--- src/hdl/uart_pkg.sv ---
// Constants, register map and state types for the serial port
package uart_pkg;
    // Register byte offsets
    localparam logic [7:0] CTL_OFS   = 8'h00;
    localparam logic [7:0] BUF_OFS   = 8'h04;
    localparam logic [7:0] PWR_OFS   = 8'h08;
    localparam logic [7:0] ADDR_OFS  = 8'h0C;
    localparam logic [7:0] MASK_OFS  = 8'h10;
    localparam logic [7:0] BAUD_OFS  = 8'h14;
    localparam logic [7:0] ISTAT_OFS = 8'h18;
    localparam logic [7:0] IMASK_OFS = 8'h1C;
    // Serial control register fields
    localparam int CTL_RX_DONE     = 0;
    localparam int CTL_TX_DONE     = 1;
    localparam int CTL_RX_B9       = 2;
    localparam int CTL_TX_B9       = 3;
    localparam int CTL_RX_ALLOW    = 4;
    localparam int CTL_FILTER      = 5;
    localparam int CTL_MODE_B      = 6;
    localparam int CTL_MODE_A      = 7;
    localparam int CTL_FRAME_FAULT = 8;
    localparam int CTL_W           = 9;
    // Power control register field
    localparam int PWR_FRAME_CHECK = 6;
    // Interrupt status and mask fields
    localparam int IRQ_TX    = 0;
    localparam int IRQ_RX    = 1;
    localparam int IRQ_FAULT = 2;
    localparam int IRQ_W     = 3;
    // Reset values
    localparam logic [CTL_W-1:0] CTL_RST  = 9'h000;
    localparam logic [7:0]       ADDR_RST = 8'h00;
    localparam logic [7:0]       MASK_RST = 8'h00;
    localparam logic [15:0]      BAUD_RST = 16'h01B2;
    // Bit times in clock cycles
    localparam logic [15:0] M0_BIT_CYC = 16'h000C;
    localparam logic [15:0] M2_BIT_CYC = 16'h0040;

    typedef enum logic [1:0] {
        MODE_SHIFT = 2'b00,
        MODE_8VAR  = 2'b01,
        MODE_9FIX  = 2'b10,
        MODE_9VAR  = 2'b11
    } mode_t;

    typedef enum logic [1:0] {
        TX_IDLE = 2'b01,
        TX_RUN  = 2'b10
    } tx_state_t;

    typedef enum logic [3:0] {
        RX_IDLE  = 4'b0001,
        RX_START = 4'b0010,
        RX_DATA  = 4'b0100,
        RX_STOP  = 4'b1000
    } rx_state_t;
endpackage

--- src/hdl/uart_frame_check_addr_match.sv ---
// Full-duplex serial port with stop-bit checking and address filtering
//
// Operation
// [RULE1] One buffer location: write loads transmitter, read returns receiver.
// [RULE2] Two mode-select bits of the control register pick one of four modes.
// [RULE3] Any buffer write starts a transmission in every mode.
// [RULE4] Mode 0 reception starts when receive-done is clear and receive-allow set.
// [RULE5] Other modes receive on a start bit only while receive-allow is set.
// [RULE6] Stop-bit check in modes 1-3, enabled by the frame-check select bit.
// [RULE7] Checked frame without valid stop bit sets the framing-fault flag.
// [RULE8] Framing-fault flag stays set until software clears it.
// [RULE9] With checking on, receive-done rises at the stop bit.
// [RULE10] Filter on, 9-bit modes: only matching address frames set receive-done.
// [RULE11] Filter off: data frames with ninth bit 0 are accepted normally.
// [RULE12] Ninth bit 1 marks address frames, 0 marks data frames.
// [RULE13] Mode 1 with filter: stop bit is ninth bit, must be valid.
// [RULE14] Mode 0 ignores the filter bit.
// [RULE15] Given address: mask 0 is don't-care, mask 1 must equal own address.
// [RULE16] Broadcast is own address OR mask, zeros don't-care.
// [RULE17] Reset clears own address and mask so every address matches.
// [RULE18] Modes: 0 shift register, 1 8-bit var, 2 9-bit fixed, 3 9-bit var.
//
// Chosen here: the address map and the APB register port.
`timescale 1ns/1ps
`default_nettype none

module uart_frame_check_addr_match (
    input  wire logic        SYS_CLK,
    input  wire logic        RESET,
    input  wire logic        PSEL,
    input  wire logic        PENABLE,
    input  wire logic        PWRITE,
    input  wire logic [7:0]  PADDR,
    input  wire logic [31:0] PWDATA,
    output var  logic [31:0] PRDATA,
    output var  logic        PREADY,
    output var  logic        PSLVERR,
    input  wire logic        RXD_I,
    output var  logic        RXD_O,
    output var  logic        RXD_OE_N,
    output var  logic        TXD,
    output var  logic        IRQ
);

    typedef struct packed {
        logic [uart_pkg::CTL_W-1:0] ctl;
        logic                       fc_sel;
        logic [7:0]                 own_addr;
        logic [7:0]                 mask;
        logic [15:0]                baud;
        logic [7:0]                 rx_buf;
        logic [uart_pkg::IRQ_W-1:0] istat;
        logic [uart_pkg::IRQ_W-1:0] imask;
        uart_pkg::tx_state_t        tx_st;
        logic [10:0]                tx_sh;
        logic [3:0]                 tx_bits;
        logic [15:0]                tx_cnt;
        logic                       m0_rx;
        uart_pkg::rx_state_t        rx_st;
        logic [15:0]                rx_cnt;
        logic [3:0]                 rx_bits;
        logic [8:0]                 rx_sh;
        logic                       rxd_prev;
        logic                       txd;
        logic                       rxd_o;
        logic                       rxd_oe_n;
        logic                       pready;
        logic [31:0]                prdata;
        logic                       pslverr;
        logic                       irq;
    } state_t;

    state_t q;
    state_t n;

    uart_pkg::mode_t            mode;
    logic [15:0]                bit_len;
    logic [15:0]                half_len;
    logic [uart_pkg::IRQ_W-1:0] ev;
    logic                       filt;
    logic                       early;
    logic                       dec_now;
    logic                       dec_b9;
    logic [7:0]                 dec_data;
    logic                       match;
    logic [7:0]                 bcast;
    logic                       mapped;
    logic                       commit;
    logic [31:0]                rd;

    always_comb begin
        n        = q;
        ev       = '0;
        dec_now  = 1'b0;
        dec_b9   = 1'b0;
        dec_data = 8'h00;
        // **************************************************
        // Mode decode and bit timing
        // **************************************************
        // [RULE2] mode from select bits
        mode = uart_pkg::mode_t'({q.ctl[uart_pkg::CTL_MODE_A], q.ctl[uart_pkg::CTL_MODE_B]});
        // [RULE18] rate per mode
        unique case (mode)
            uart_pkg::MODE_SHIFT: bit_len = uart_pkg::M0_BIT_CYC;
            uart_pkg::MODE_9FIX:  bit_len = uart_pkg::M2_BIT_CYC;
            default:              bit_len = q.baud;
        endcase
        half_len = {1'b0, bit_len[15:1]};
        // [RULE14] filter ignored in mode 0
        filt  = q.ctl[uart_pkg::CTL_FILTER] && (mode != uart_pkg::MODE_SHIFT);
        // [RULE9] early decision only without stop check
        early = !q.fc_sel && !(mode == uart_pkg::MODE_8VAR && filt);

        // **************************************************
        // APB slave, one wait state
        // **************************************************
        mapped = (PADDR == uart_pkg::CTL_OFS) || (PADDR == uart_pkg::BUF_OFS) ||
                 (PADDR == uart_pkg::PWR_OFS) || (PADDR == uart_pkg::ADDR_OFS) ||
                 (PADDR == uart_pkg::MASK_OFS) || (PADDR == uart_pkg::BAUD_OFS) ||
                 (PADDR == uart_pkg::ISTAT_OFS) || (PADDR == uart_pkg::IMASK_OFS);
        rd = 32'h0000_0000;
        case (PADDR)
            uart_pkg::CTL_OFS:   rd[uart_pkg::CTL_W-1:0] = q.ctl;
            // [RULE1] read returns receive register
            uart_pkg::BUF_OFS:   rd[7:0] = q.rx_buf;
            uart_pkg::PWR_OFS:   rd[uart_pkg::PWR_FRAME_CHECK] = q.fc_sel;
            uart_pkg::ADDR_OFS:  rd[7:0] = q.own_addr;
            uart_pkg::MASK_OFS:  rd[7:0] = q.mask;
            uart_pkg::BAUD_OFS:  rd[15:0] = q.baud;
            uart_pkg::ISTAT_OFS: rd[uart_pkg::IRQ_W-1:0] = q.istat;
            uart_pkg::IMASK_OFS: rd[uart_pkg::IRQ_W-1:0] = q.imask;
            default:             rd = 32'h0000_0000;
        endcase
        n.pready = PSEL && PENABLE && !q.pready;
        if (PSEL && PENABLE && !q.pready) begin
            n.prdata  = rd;
            n.pslverr = !mapped;
        end else begin
            n.prdata  = 32'h0000_0000;
            n.pslverr = 1'b0;
        end
        commit = PSEL && PENABLE && q.pready && mapped;
        if (commit && !PWRITE && PADDR == uart_pkg::ISTAT_OFS) begin
            n.istat = '0;
        end
        if (commit && PWRITE) begin
            case (PADDR)
                uart_pkg::CTL_OFS:   n.ctl = PWDATA[uart_pkg::CTL_W-1:0];
                uart_pkg::PWR_OFS:   n.fc_sel = PWDATA[uart_pkg::PWR_FRAME_CHECK];
                uart_pkg::ADDR_OFS:  n.own_addr = PWDATA[7:0];
                uart_pkg::MASK_OFS:  n.mask = PWDATA[7:0];
                uart_pkg::BAUD_OFS:  n.baud = PWDATA[15:0];
                uart_pkg::IMASK_OFS: n.imask = PWDATA[uart_pkg::IRQ_W-1:0];
                default:             n.baud = q.baud;
            endcase
        end

        // **************************************************
        // Transmitter and mode 0 shift engine
        // **************************************************
        if (q.tx_st == uart_pkg::TX_RUN) begin
            n.tx_cnt = q.tx_cnt + 16'h0001;
            // Mode 0 samples at the rising shift clock
            if (q.m0_rx && q.tx_cnt == half_len - 16'h0001) begin
                n.rx_sh = {RXD_I, q.rx_sh[8:1]};
            end
            if (q.tx_cnt == bit_len - 16'h0001) begin
                n.tx_cnt  = 16'h0000;
                n.tx_sh   = {1'b1, q.tx_sh[10:1]};
                n.tx_bits = q.tx_bits - 4'h1;
                if (q.tx_bits == 4'h1) begin
                    n.tx_st = uart_pkg::TX_IDLE;
                    if (q.m0_rx) begin
                        n.rx_buf                     = n.rx_sh[8:1];
                        n.ctl[uart_pkg::CTL_RX_DONE] = 1'b1;
                        ev[uart_pkg::IRQ_RX]         = 1'b1;
                    end else begin
                        ev[uart_pkg::IRQ_TX] = 1'b1;
                    end
                end
            end
        end else if (mode == uart_pkg::MODE_SHIFT && q.ctl[uart_pkg::CTL_RX_ALLOW] &&
                     !q.ctl[uart_pkg::CTL_RX_DONE]) begin
            // [RULE4] mode 0 receive start
            n.tx_st   = uart_pkg::TX_RUN;
            n.m0_rx   = 1'b1;
            n.tx_cnt  = 16'h0000;
            n.tx_bits = 4'h8;
            n.tx_sh   = 11'h7FF;
        end
        // [RULE3] buffer write starts transmit
        if (commit && PWRITE && PADDR == uart_pkg::BUF_OFS) begin
            n.tx_st  = uart_pkg::TX_RUN;
            n.m0_rx  = 1'b0;
            n.tx_cnt = 16'h0000;
            unique case (mode)
                uart_pkg::MODE_SHIFT: begin
                    n.tx_sh   = {3'b111, PWDATA[7:0]};
                    n.tx_bits = 4'h8;
                end
                uart_pkg::MODE_8VAR: begin
                    n.tx_sh   = {2'b11, PWDATA[7:0], 1'b0};
                    n.tx_bits = 4'hA;
                end
                default: begin
                    // [RULE12] ninth bit marks address or data
                    n.tx_sh   = {1'b1, q.ctl[uart_pkg::CTL_TX_B9], PWDATA[7:0], 1'b0};
                    n.tx_bits = 4'hB;
                end
            endcase
        end
        if (ev[uart_pkg::IRQ_TX]) begin
            n.ctl[uart_pkg::CTL_TX_DONE] = 1'b1;
        end

        // **************************************************
        // Asynchronous receiver
        // **************************************************
        n.rxd_prev = RXD_I;
        unique case (q.rx_st)
            uart_pkg::RX_IDLE: begin
                // [RULE5] start bit only while allowed
                if (mode != uart_pkg::MODE_SHIFT && q.ctl[uart_pkg::CTL_RX_ALLOW] &&
                    q.rxd_prev && !RXD_I) begin
                    n.rx_st  = uart_pkg::RX_START;
                    n.rx_cnt = 16'h0000;
                end
            end
            uart_pkg::RX_START: begin
                n.rx_cnt = q.rx_cnt + 16'h0001;
                if (q.rx_cnt == half_len - 16'h0001) begin
                    n.rx_cnt  = 16'h0000;
                    n.rx_bits = 4'h0;
                    n.rx_st   = RXD_I ? uart_pkg::RX_IDLE : uart_pkg::RX_DATA;
                end
            end
            uart_pkg::RX_DATA: begin
                n.rx_cnt = q.rx_cnt + 16'h0001;
                if (q.rx_cnt == bit_len - 16'h0001) begin
                    n.rx_cnt  = 16'h0000;
                    n.rx_sh   = {RXD_I, q.rx_sh[8:1]};
                    n.rx_bits = q.rx_bits + 4'h1;
                    if (q.rx_bits == ((mode == uart_pkg::MODE_8VAR) ? 4'h7 : 4'h8)) begin
                        n.rx_st = uart_pkg::RX_STOP;
                        if (early) begin
                            dec_now  = 1'b1;
                            dec_b9   = (mode == uart_pkg::MODE_8VAR) ? 1'b1 : n.rx_sh[8];
                            dec_data = (mode == uart_pkg::MODE_8VAR) ? n.rx_sh[8:1] : n.rx_sh[7:0];
                        end
                    end
                end
            end
            uart_pkg::RX_STOP: begin
                n.rx_cnt = q.rx_cnt + 16'h0001;
                if (q.rx_cnt == bit_len - 16'h0001) begin
                    n.rx_st = uart_pkg::RX_IDLE;
                    // [RULE6] [RULE7] stop-bit check
                    if (q.fc_sel && !RXD_I) begin
                        n.ctl[uart_pkg::CTL_FRAME_FAULT] = 1'b1;
                        ev[uart_pkg::IRQ_FAULT]          = 1'b1;
                    end
                    if (!early) begin
                        dec_now = 1'b1;
                        // [RULE13] stop bit as ninth bit
                        dec_b9   = (mode == uart_pkg::MODE_8VAR) ? RXD_I : q.rx_sh[8];
                        dec_data = (mode == uart_pkg::MODE_8VAR) ? q.rx_sh[8:1] : q.rx_sh[7:0];
                    end
                end
            end
        endcase

        // **************************************************
        // Address recognition and acceptance
        // **************************************************
        // [RULE15] given address compare
        bcast = q.own_addr | q.mask;
        // [RULE16] [RULE17] broadcast compare
        match = (((dec_data ^ q.own_addr) & q.mask) == 8'h00) || ((dec_data & bcast) == bcast);
        // [RULE10] [RULE11] [RULE12] frame acceptance
        if (dec_now && !q.ctl[uart_pkg::CTL_RX_DONE] && (!filt || (dec_b9 && match))) begin
            n.rx_buf                     = dec_data;
            n.ctl[uart_pkg::CTL_RX_B9]   = dec_b9;
            n.ctl[uart_pkg::CTL_RX_DONE] = 1'b1;
            ev[uart_pkg::IRQ_RX]         = 1'b1;
        end

        // **************************************************
        // Pins and interrupt
        // **************************************************
        if (mode == uart_pkg::MODE_SHIFT) begin
            n.txd      = !(n.tx_st == uart_pkg::TX_RUN && n.tx_cnt < half_len);
            n.rxd_o    = n.tx_sh[0];
            n.rxd_oe_n = !(n.tx_st == uart_pkg::TX_RUN && !n.m0_rx);
        end else begin
            n.txd      = (n.tx_st == uart_pkg::TX_RUN) ? n.tx_sh[0] : 1'b1;
            n.rxd_o    = 1'b1;
            n.rxd_oe_n = 1'b1;
        end
        // [RULE8] flags cleared only by software
        n.istat = n.istat | ev;
        n.irq   = |(n.istat & n.imask);
    end

    always_ff @(posedge SYS_CLK or posedge RESET) begin
        if (RESET) begin
            q          <= '0;
            q.ctl      <= uart_pkg::CTL_RST;
            q.own_addr <= uart_pkg::ADDR_RST;
            q.mask     <= uart_pkg::MASK_RST;
            q.baud     <= uart_pkg::BAUD_RST;
            q.tx_st    <= uart_pkg::TX_IDLE;
            q.tx_sh    <= 11'h7FF;
            q.rx_st    <= uart_pkg::RX_IDLE;
            q.rxd_prev <= 1'b1;
            q.txd      <= 1'b1;
            q.rxd_o    <= 1'b1;
            q.rxd_oe_n <= 1'b1;
        end else begin
            q <= n;
        end
    end

    assign PRDATA   = q.prdata;
    assign PREADY   = q.pready;
    assign PSLVERR  = q.pslverr;
    assign RXD_O    = q.rxd_o;
    assign RXD_OE_N = q.rxd_oe_n;
    assign TXD      = q.txd;
    assign IRQ      = q.irq;

endmodule // uart_frame_check_addr_match

`default_nettype wire

--- config.mk ---
export PLATFORM = sky130hd
export DESIGN_NAME = uart_frame_check_addr_match
export DESIGN_NICKNAME = d
export VERILOG_FILES = /design/src/hdl/uart_pkg.sv /design/src/hdl/uart_frame_check_addr_match.sv
export SDC_FILE = /design/constraint.sdc
export NUM_CORES = 1
export LEC_CHECK = 0
export ABC_AREA = 0
export BUFFER_PORTS_ARGS = -buffer_cell sky130_fd_sc_hd__buf_2
export CAP_MARGIN = 20
export CORE_MARGIN = 10
export CORE_UTILIZATION = 30
export CTS_CLUSTER_SIZE = 28
export DETAILED_ROUTE_END_ITERATION = 8
export PLACE_DENSITY = 0.44
export SKIP_LAST_GASP = 1
export SLEW_MARGIN = 0
export SYNTH_ARGS = -nofsm -noshare
export SYNTH_HDL_FRONTEND = slang
export SYNTH_SLANG_ARGS = --single-unit
--- constraint.sdc ---
create_clock -name SYS_CLK -period 5.6 [get_ports SYS_CLK]
set_input_delay 0.28 -clock SYS_CLK [delete_from_list [all_inputs] [get_ports SYS_CLK]]
set_output_delay 0.28 -clock SYS_CLK [all_outputs]
set_load 0.01 [all_outputs]
Yosys cells after proc, flatten, opt, wreduce, memory -nomap -nowiden
Index checks and enable logic that the tools add are counted.
{"block": "totals", "latchBits": 0, "ram_bits": 0, "register_bits": 162, "n_memories": 0, "mem_bits_ro": 0, "inputBits": 46}
{"block": "classes", "addsub": 6, "n_reduce_logical": 69, "n_lt_le_gt_ge": 1, "mux": 84, "n_eq_ne": 28, "n_shift": 0, "mul": 0, "bitwise_logic": 6, "div_mod_pow": 0}
{"operator": "8-bit two-way mux", "n": 14}
{"operator": "33-bit two-way mux", "n": 3}
{"operator": "20-bit one-hot mux with 4 select lines", "n": 1}
{"operator": "34-bit two-way mux", "n": 2}
{"operator": "16-bit equality test", "n": 4}
{"operator": "42-bit two-way mux", "n": 1}
{"operator": "9-bit two-way mux", "n": 4}
{"operator": "16-bit by 1-bit adder with 16-bit output, second input constant", "n": 2}
{"operator": "8-bit by 5-bit equality test with 1-bit output, second input constant", "n": 4}
{"operator": "16-bit one-hot mux with 2 select lines", "n": 1}
{"operator": "1-bit two-way mux", "n": 31}
{"operator": "14-bit one-hot mux with 2 select lines", "n": 1}
{"operator": "24-bit two-way mux", "n": 1}
{"operator": "1-bit logical AND", "n": 23}
{"operator": "3-bit one-hot mux with 7 select lines", "n": 1}
{"operator": "20-bit two-way mux", "n": 1}
{"operator": "2-bit nonzero test", "n": 10}
{"operator": "17-bit two-way mux", "n": 1}
{"operator": "8-bit AND", "n": 2}
{"operator": "8-bit by 4-bit equality test with 1-bit output, second input constant", "n": 2}
{"operator": "8-bit zero test", "n": 2}
{"operator": "16-bit by 15-bit < comparator with 1-bit output", "n": 1}
{"operator": "16-bit two-way mux", "n": 1}
{"operator": "8-bit one-hot mux with 2 select lines", "n": 1}
{"operator": "other kinds (37)", "n": 80}

Depth between registers and ports, before layout
Gate-level depths: netlist of run 1.
{"block": "depth", "depth_word": 20, "ltp_mapped": 24, "mapped_depth_nobuf": 20}

Worst setup path before layout of run 1
OpenSTA, ideal clock, no wires.
{"block": "synth_timing", "path_kind": "reg-to-reg", "from": "register q (netlist bit mode[0])", "to": "register q (netlist bit TXD)", "path_buffers": 5, "setup_time_ns": 0.086, "path_slack_ns": 0.917, "stages_incl_launch_ff": 24, "t_arrival_ns": 4.596, "cell_sequence": "dfrtp_1 > buf_4 > buf_4 > buf_6 > buf_6 > nand2_1 > ha_1 > nor3b_1 > nand2_1 > or3_1 > a21oi_1 > nor4b_1 > nand4b_1 > nand2_1 > clkbuf_1 > nor2_1 > ha_1 > a21o_1 > a21o_1 > a21oi_1 > o21ai_0 > nor2_1 > o31a_1 > o21ai_0"}
{"element": "from (decl)", "line": "uart_frame_check_addr_match.sv:73", "source": "state_t q;"}
{"element": "from (signal assigned)", "line": "uart_frame_check_addr_match.sv:319", "source": "q <= n;"}

==> reports/qor.yml, run 1 <==
clock_tree:
  clkLatencyLatePin_ps: 440
  cts.path.max_buffers: 2
  clkTransAtPathRegs_ps: 70
  cts_root_buffer: "clkbuf_16"
  post_cts.repair.setup_buffers: 0
  cts_buffers: 17
  htreeDepth: 4
  cts_tree: "done"
  clock-sinks: 146
sta:
  relSlewSlack_pct: 26.73
  fin_tns_setup_ps: 0
  skew_ps: 9.770
  whs_ps: 23.43
  setup_viol: 0
  rsz0062_at_grt: "no"
  layout_min_cycle_time_ps: 5007
  tightestPinTransition_ps: 1097
  final-hold-violation-count: 0
  fmax_ghz: 0.1997
  fin_crit_sh_pct: 89.40
  slew_violations: 0
global_route:
  grt.met2_usage_pct: 23.14
  grt_first_pass_wirelength_mm: 51.04
  first_global_vias: 8200
  use_met1_pct: 22.84
  overflow: 0
  top_usage_layer: "met2"
  gr-usage-met3_pct: 2.827
  grt_usage_pct: 15.69
  grt_max_degree: 89
  antenna_found_initial: 1
final_layout:
  regArea_um2: 3682
  final_cells: 1594
  areaGrowthSynthToFinish_pct: 10.25
  multi_input_area_um2: 5974
  final_nets: 1200
  n_fill_cell: 3552
  drive_gt1_share_pct: 18.59
  antenna_cells: 0
drt:
  drt-pass1-iter-count: 5
  ant_nets: 0
  drt-total-wl_mm: 33.03
  via_per_inst: 5.335
  wire_per_inst_um: 20.72
  via_count: 8504
  drc: 0
  dr.first_iter.drc_count: 808
worst_setup_path:
  cp-end-kind: "register"
  path_class: "register to register"
  critPathArrivalTime_ps: 5370
  cp_max_fo: 13
  start_kind: "register"
  critical_path_required_ps: 5960
job:
  maxCapViolCount: 0
placement:
  gp_congestion: 0.8932
  dp_hpwl_mm: 24.91
  io_buffer_count: 51
  dp_cells: 1561
floorplan:
  die_h_um: 205.0
  io_pins: 84
  dieArea_um2: 42010
  start_util_pct: 30.54
  core_um2: 33620
  row_count: 67
  die_w_um: 205.0
pwr:
  power.total_mw: 2.572
  ir_drop_uv: 228.0
  power_density_nw_per_um2: 227.3
  leakagePower_nw: 4.861
synth:
  ys_warn_count: 0
  synth-main-ff-cell: "dfrtp_1"
  async_flop_share_pct: 100.0
  synth-seq-area-share_pct: 35.86
  syn_inst: 1121
  ys_types: 88
  synth_edf_count: 0
  synth_area_um2: 10260
  ys_seq_elements: 146
  synth_area_per_cell_um2: 9.157
status:
  outcome: "finished, final reports clean"
worst_hold_path:
  hold_path_class: "input port to async pin"
[area by class of cell]
class / count / share of cell area, %
clock inverters: 15 / 1.316
repair buffers: 77 / 4.002
multi-input cells: 873 / 52.79
inverters: 18 / 0.6412
flip-flops and latches: 146 / 32.54
well taps: 448 / 4.953
clock buffers: 17 / 3.759
[repair_timing]
action,in CTS,in global routing
hold endpoints to repair,1,0
endpoints found under the setup margin,0,0
hold buffers,1,0
gates resized for setup,0,0
[critical path: stages, from the launching register on]
cell and delay, ps:
dfrtp_2 490, nor2b_1 170, a21oi_1 120, inv_1 130, ha_1 390, nor4b_1 470, a21oi_1 170, o31ai_1 390
o2111ai_1 190, nor4_1 200, nand4b_1 240, nand2_1 310, buf_4 230, nor2_1 80, ha_1 310, a21o_1 160
a21o_1 170, a21oi_1 140, o21ai_0 90, nor2_1 130, o31a_1 230, o21ai_0 110
[cell usage after synthesis, drive strengths merged, types with 8 or more instances]
master,instances,share of area (%)
buf,60,4.1
inv,18,0.66
nor3,25,1.4
and2,20,1.2
and3,21,1.3
nor3b,9,0.71
dfrtp,124,30
o21a,10,0.73
nor2,69,2.6
nand4,20,1.3
nand3,42,2.0
o21ai,82,4.0
nor4,9,0.69
nor2b,8,0.49
ha,21,2.6
nand2,114,4.2
dfstp,22,5.6
a21o,15,1.1
nand2b,25,1.5
mux2,57,6.3
a21oi,43,2.1
nand4b,11,0.94
xnor2,63,5.4
nor4b,8,0.74
a22oi,23,1.7
o211ai,9,0.71
mux2i,23,2.2
or3,9,0.55
xor2,23,2.0
clkbuf,39,1.7
a31oi,11,0.67
[power by group]
part	switching, mW	internal (mW)	leakage [nW]
clock network	0.530	0.624	0.277
logic	0.180	0.121	2.71
registers	0.0374	1.08	1.87
[path summary, 6_finish.rpt]
check / from / endpoint / slack (ps) / depth (start not counted)
worst max-delay path: mode[0]$_DFFE_PP0P_ / TXD$_DFF_PP1_ / 590 / 21
worst min-delay path: RESET / q[92]$_DFFE_PP0P_ / 20 / 2
worst max register to register: mode[0]$_DFFE_PP0P_ / TXD$_DFF_PP1_ / 590 / 21
worst min register to register: q[104]$_DFF_PP1_ / q[104]$_DFF_PP1_ / 480 / 2
max in group asynchronous: RESET / q[51]$_DFFE_PP0P_ / 4240 / 3
min in group SYS_CLK: PWDATA[12] / q[132]$_DFFE_PP0P_ / 80 / 2
[layer usage]
layer	vias up	share of wire, %
li1	4028	-
met1	4199	50
met2	257	43
met3	20	5.5
met4	0	1.4
met5	-	0
[state kept, by name, indices dropped and copies added, names as in the netlist]
name,flops
mode,2
PRDATA,16
PSLVERR,1
q,122
PREADY,1
TXD,1
RXD_O,1
RXD_OE_N,1
IRQ,1
[placed cells by master, fill, tap and decap left out, types with 42 or more instances in the layout]
cell type / Yosys / final
xnor2_1: 63 / 63
mux2_2: 57 / 57
o21ai_0: 66 / 66
a21oi_1: 43 / 43
nor2_1: 67 / 67
nand2_1: 114 / 114
dfrtp_1: 124 / 123
nand3_1: 42 / 42
buf_2: 15 / 51
[cell families after synthesis]
family	synth area share, %
XOR/XNOR	8.654
adder cells (fa/ha/maj)	2.560
other	0.03653
AND/OR/NAND/NOR	21.10
multiplexers	8.496
flip-flops	35.86
AO/OA/AOI/OAI	16.81
buffers and inverters	6.484
[stage by stage]
stage	worst slack, ps	utilization, %	instance area, um^2
2_1_floorplan	917.4	-	10320
3_3_place_gp	738.0	31.93	10730
3_5_place_dp	727.3	31.93	10730
4_1_cts	683.7	33.67	11320
5_1_grt	108.2	33.67	11320
6_report	593.4	33.67	11320
Note: power is estimated with default switching activity, not from simulation.
==> run 2: changes to the inputs <==
--- a/config.mk
+++ b/config.mk
@@ -6,5 +6,4 @@
 export NUM_CORES = 1
 export LEC_CHECK = 0
-export ABC_AREA = 0
 export BUFFER_PORTS_ARGS = -buffer_cell sky130_fd_sc_hd__buf_2
 export CAP_MARGIN = 20
@@ -13,4 +12,5 @@
 export CTS_CLUSTER_SIZE = 28
 export DETAILED_ROUTE_END_ITERATION = 8
+export GPL_TIMING_DRIVEN = 0
 export PLACE_DENSITY = 0.44
 export SKIP_LAST_GASP = 1
==> constraint.sdc (replaced) <==
create_clock -name SYS_CLK -period 5.6 [get_ports SYS_CLK]
set_input_delay 0.84 -clock SYS_CLK [delete_from_list [all_inputs] [get_ports SYS_CLK]]
set_output_delay 0.84 -clock SYS_CLK [all_outputs]
set_load 0.01 [all_outputs]
==> run 2 against run 1 <==
  * Critical path depth grew 4
  * Clock skew rose by 2.6 ps
  * Sequential power about the same
  * Routed wire length rose by 3.8%
==> reports/qor.yml, run 2 (same netlist as run 1, synthesis figures left out) <==
status:
  outcome: "finished, final reports clean"  # unchanged
drt:
  drc: 0  # unchanged
  via_count: 8780  # was 8504
  ant_nets: 0  # unchanged
  dr.first_iter.drc_count: 759  # was 808
  via_per_inst: 5.248  # was 5.335
  drt-pass1-iter-count: 5  # unchanged
  wire_per_inst_um: 20.49  # was 20.72 um
  drt-total-wl_mm: 34.29  # was 33.03 mm
pwr:
  power_density_nw_per_um2: 222.2  # was 227.3 nW/um^2
  ir_drop_uv: 211.9  # was 228.0 uV
  leakagePower_nw: 5.191  # was 4.861 nW
worst_setup_path:
  cp_slowest_cell: "dfrtp_1"  # was dfrtp_2
  critPathMaxStageDelay_ps: 390  # was 490 ps
  cp-startpoint: "mode[0]$_DFFE_PP0P_"  # unchanged
  path_buf_inv: 8  # was 2
  r2r_start: "mode[0]$_DFFE_PP0P_"  # unchanged
  cp_num_cells: 25  # was 21
  cp-end-kind: "register"  # unchanged
  path_class: "register to register"  # unchanged
  critical_path_required_ps: 5960  # about the same
  crit_family: "compound AO/OA/AOI/OAI gates"  # unchanged
  critPathArrivalTime_ps: 5490  # was 5370 ps
  start_kind: "register"  # unchanged
  cp_max_fo: 10  # was 13
  r2r_cells: 25  # was 21
clock_tree:
  clock-sinks: 146  # unchanged
  clkTransAtPathRegs_ps: 70  # about the same
  cts.path.max_buffers: 2  # unchanged
  clkLatencyLatePin_ps: 450  # was 440 ps
  cts_root_buffer: "clkbuf_16"  # unchanged
  cts_buffers: 17  # unchanged
  cts_tree: "done"  # unchanged
  htreeDepth: 4  # unchanged
sta:
  layout_min_cycle_time_ps: 5128  # was 5007 ps
  slew_violations: 0  # unchanged
  fin_ws_ps: 471.7  # was 593.4 ps
  fin_tns_setup_ps: 0  # unchanged
  setup_viol: 0  # unchanged
  final-hold-violation-count: 0  # unchanged
  rsz0062_at_grt: "no"  # unchanged
  fmax_ghz: 0.1950  # was 0.1997 GHz
  skew_ps: 12.35  # was 9.770 ps
  tightestPinTransition_ps: 1068  # was 1097 ps
  relSlewSlack_pct: 28.64  # was 26.73%
  fin_crit_sh_pct: 91.58  # was 89.40%
job:
  maxCapViolCount: 0  # unchanged
floorplan:
  row_count: 67  # unchanged
  die_h_um: 205.0  # unchanged
  io_pins: 84  # unchanged
  die_w_um: 205.0  # unchanged
  core_um2: 33620  # unchanged
  start_util_pct: 30.54  # unchanged
  dieArea_um2: 42010  # unchanged
placement:
  dp_hpwl_mm: 26.32  # was 24.91 mm
  gp_congestion: 0.9135  # was 0.8932
  io_buffer_count: 50  # was 51
  dp_slack_ps: -620.5  # was 727.3 ps
final_layout:
  antenna_cells: 0  # unchanged
  final_nets: 1279  # was 1200
  final_common_cell: "dfrtp_1"  # unchanged
  largest_register_ffs: 122  # unchanged
  drive_gt1_share_pct: 21.88  # was 18.59%
  areaGrowthSynthToFinish_pct: 15.55  # was 10.25%
  n_fill_cell: 3490  # was 3552
  final_cell_mix: "dfrtp_1 (124), nand2_1 (112), nor2_1 (67)"  # was dfrtp_1 (123), nand2_1 (114), nor2_1 (67)
  regMostFlops: "q"  # unchanged
global_route:
  antenna_found_initial: 0  # was 1
  overflow: 0  # unchanged
  grt_first_pass_wirelength_mm: 52.96  # was 51.04 mm
  grt_usage_pct: 16.36  # was 15.69%
  first_global_vias: 8651  # was 8200
  grt_max_degree: 90  # was 89
worst_hold_path:
  hold_path_class: "input port to async pin"  # unchanged
==> run 2: changes by cell type in the layout (fill, tap and decap cells not counted), sizes merged <==
cell | previous run | this run
inv | 24 | 26
dlygate4sd3 | 1 | 0
clkinv | 6 | 4
buf | 76 | 117
clkbuf | 17 | 56
==> run 2: cell type report <==
type | count | area, um^2 | area share [%]
Buffer | 99 | 599.3 | 5.053
Clock buffer | 17 | 425.4 | 3.586
Clock inverter | 15 | 165.2 | 1.392
Inverter | 18 | 75.07 | 0.6329
Multi-Input combinational cell | 873 | 6032 | 50.85
Sequential cell | 146 | 3681 | 31.03
Tap cell | 448 | 560.5 | 4.726
Timing Repair Buffer | 57 | 322.8 | 2.722
==> run 2: final timing paths <==
| check | endpoint | slack, ps |
|---|---|---|
| max | TXD$_DFF_PP1_ | 470 |
| min | q[76]$_DFF_PP0_ | 390 |
| max reg2reg | TXD$_DFF_PP1_ | 470 |
| min reg2reg | q[101]$_DFFE_PP1P_ | 490 |
| max in group asynchronous | q[100]$_DFFE_PP1P_ | 4370 |
| min in group SYS_CLK | q[101]$_DFFE_PP1P_ | 490 |
==> run 2: worst reg2reg max path, delay by kind of cell, from the launching register on <==
kind / cells / cell delay (ps)
compound gates: 9 / 1670
buf+inv: 8 / 1530
simple gates: 6 / 1000
fa+ha+maj: 2 / 470
flops: 1 / 390
==> run 2: per-stage QoR <==
stage | hold WS (ps) | cells | total power [mW] | util [%] | area (um^2)
after floorplan | 452.3 | 1136 | 1.363 | - | 10320
after global placement | 467.0 | 1634 | 1.475 | 33.12 | 11130
after detailed placement | 481.4 | 1637 | 1.475 | 33.28 | 11190
after CTS | 421.3 | 1670 | 2.670 | 35.11 | 11800
after global routing | 426.8 | 1673 | 2.759 | 35.28 | 11860
final | 392.4 | 1673 | 2.636 | 35.28 | 11860
==> run 2: power by group <==
group	switching (mW)	internal (mW)
logic	0.193	0.136
clock network	0.546	0.633
registers	0.0482	1.08
total	0.788	1.85
==> run 2: per-layer routing <==
metal | global-route usage (%) | vias up | routed length, um
met4 | 4.384 | 0 | 499
met1 | 23.36 | 4317 | 16760
met5 | 0 | - | 0
li1 | - | 4184 | -
met2 | 24.63 | 254 | 15100
met3 | 3.096 | 25 | 1922
==> run 2: what timing repair did <==
action | 4_1_cts | 5_1_grt
hold buffers | 0 | 0
setup buffers | 1 | 3
pin swaps | 1 | 2
endpoints found under the hold margin | 0 | 0
gates resized for setup | 4 | 7
cloned | 0 | 0
setup endpoints to repair | 1 | 1
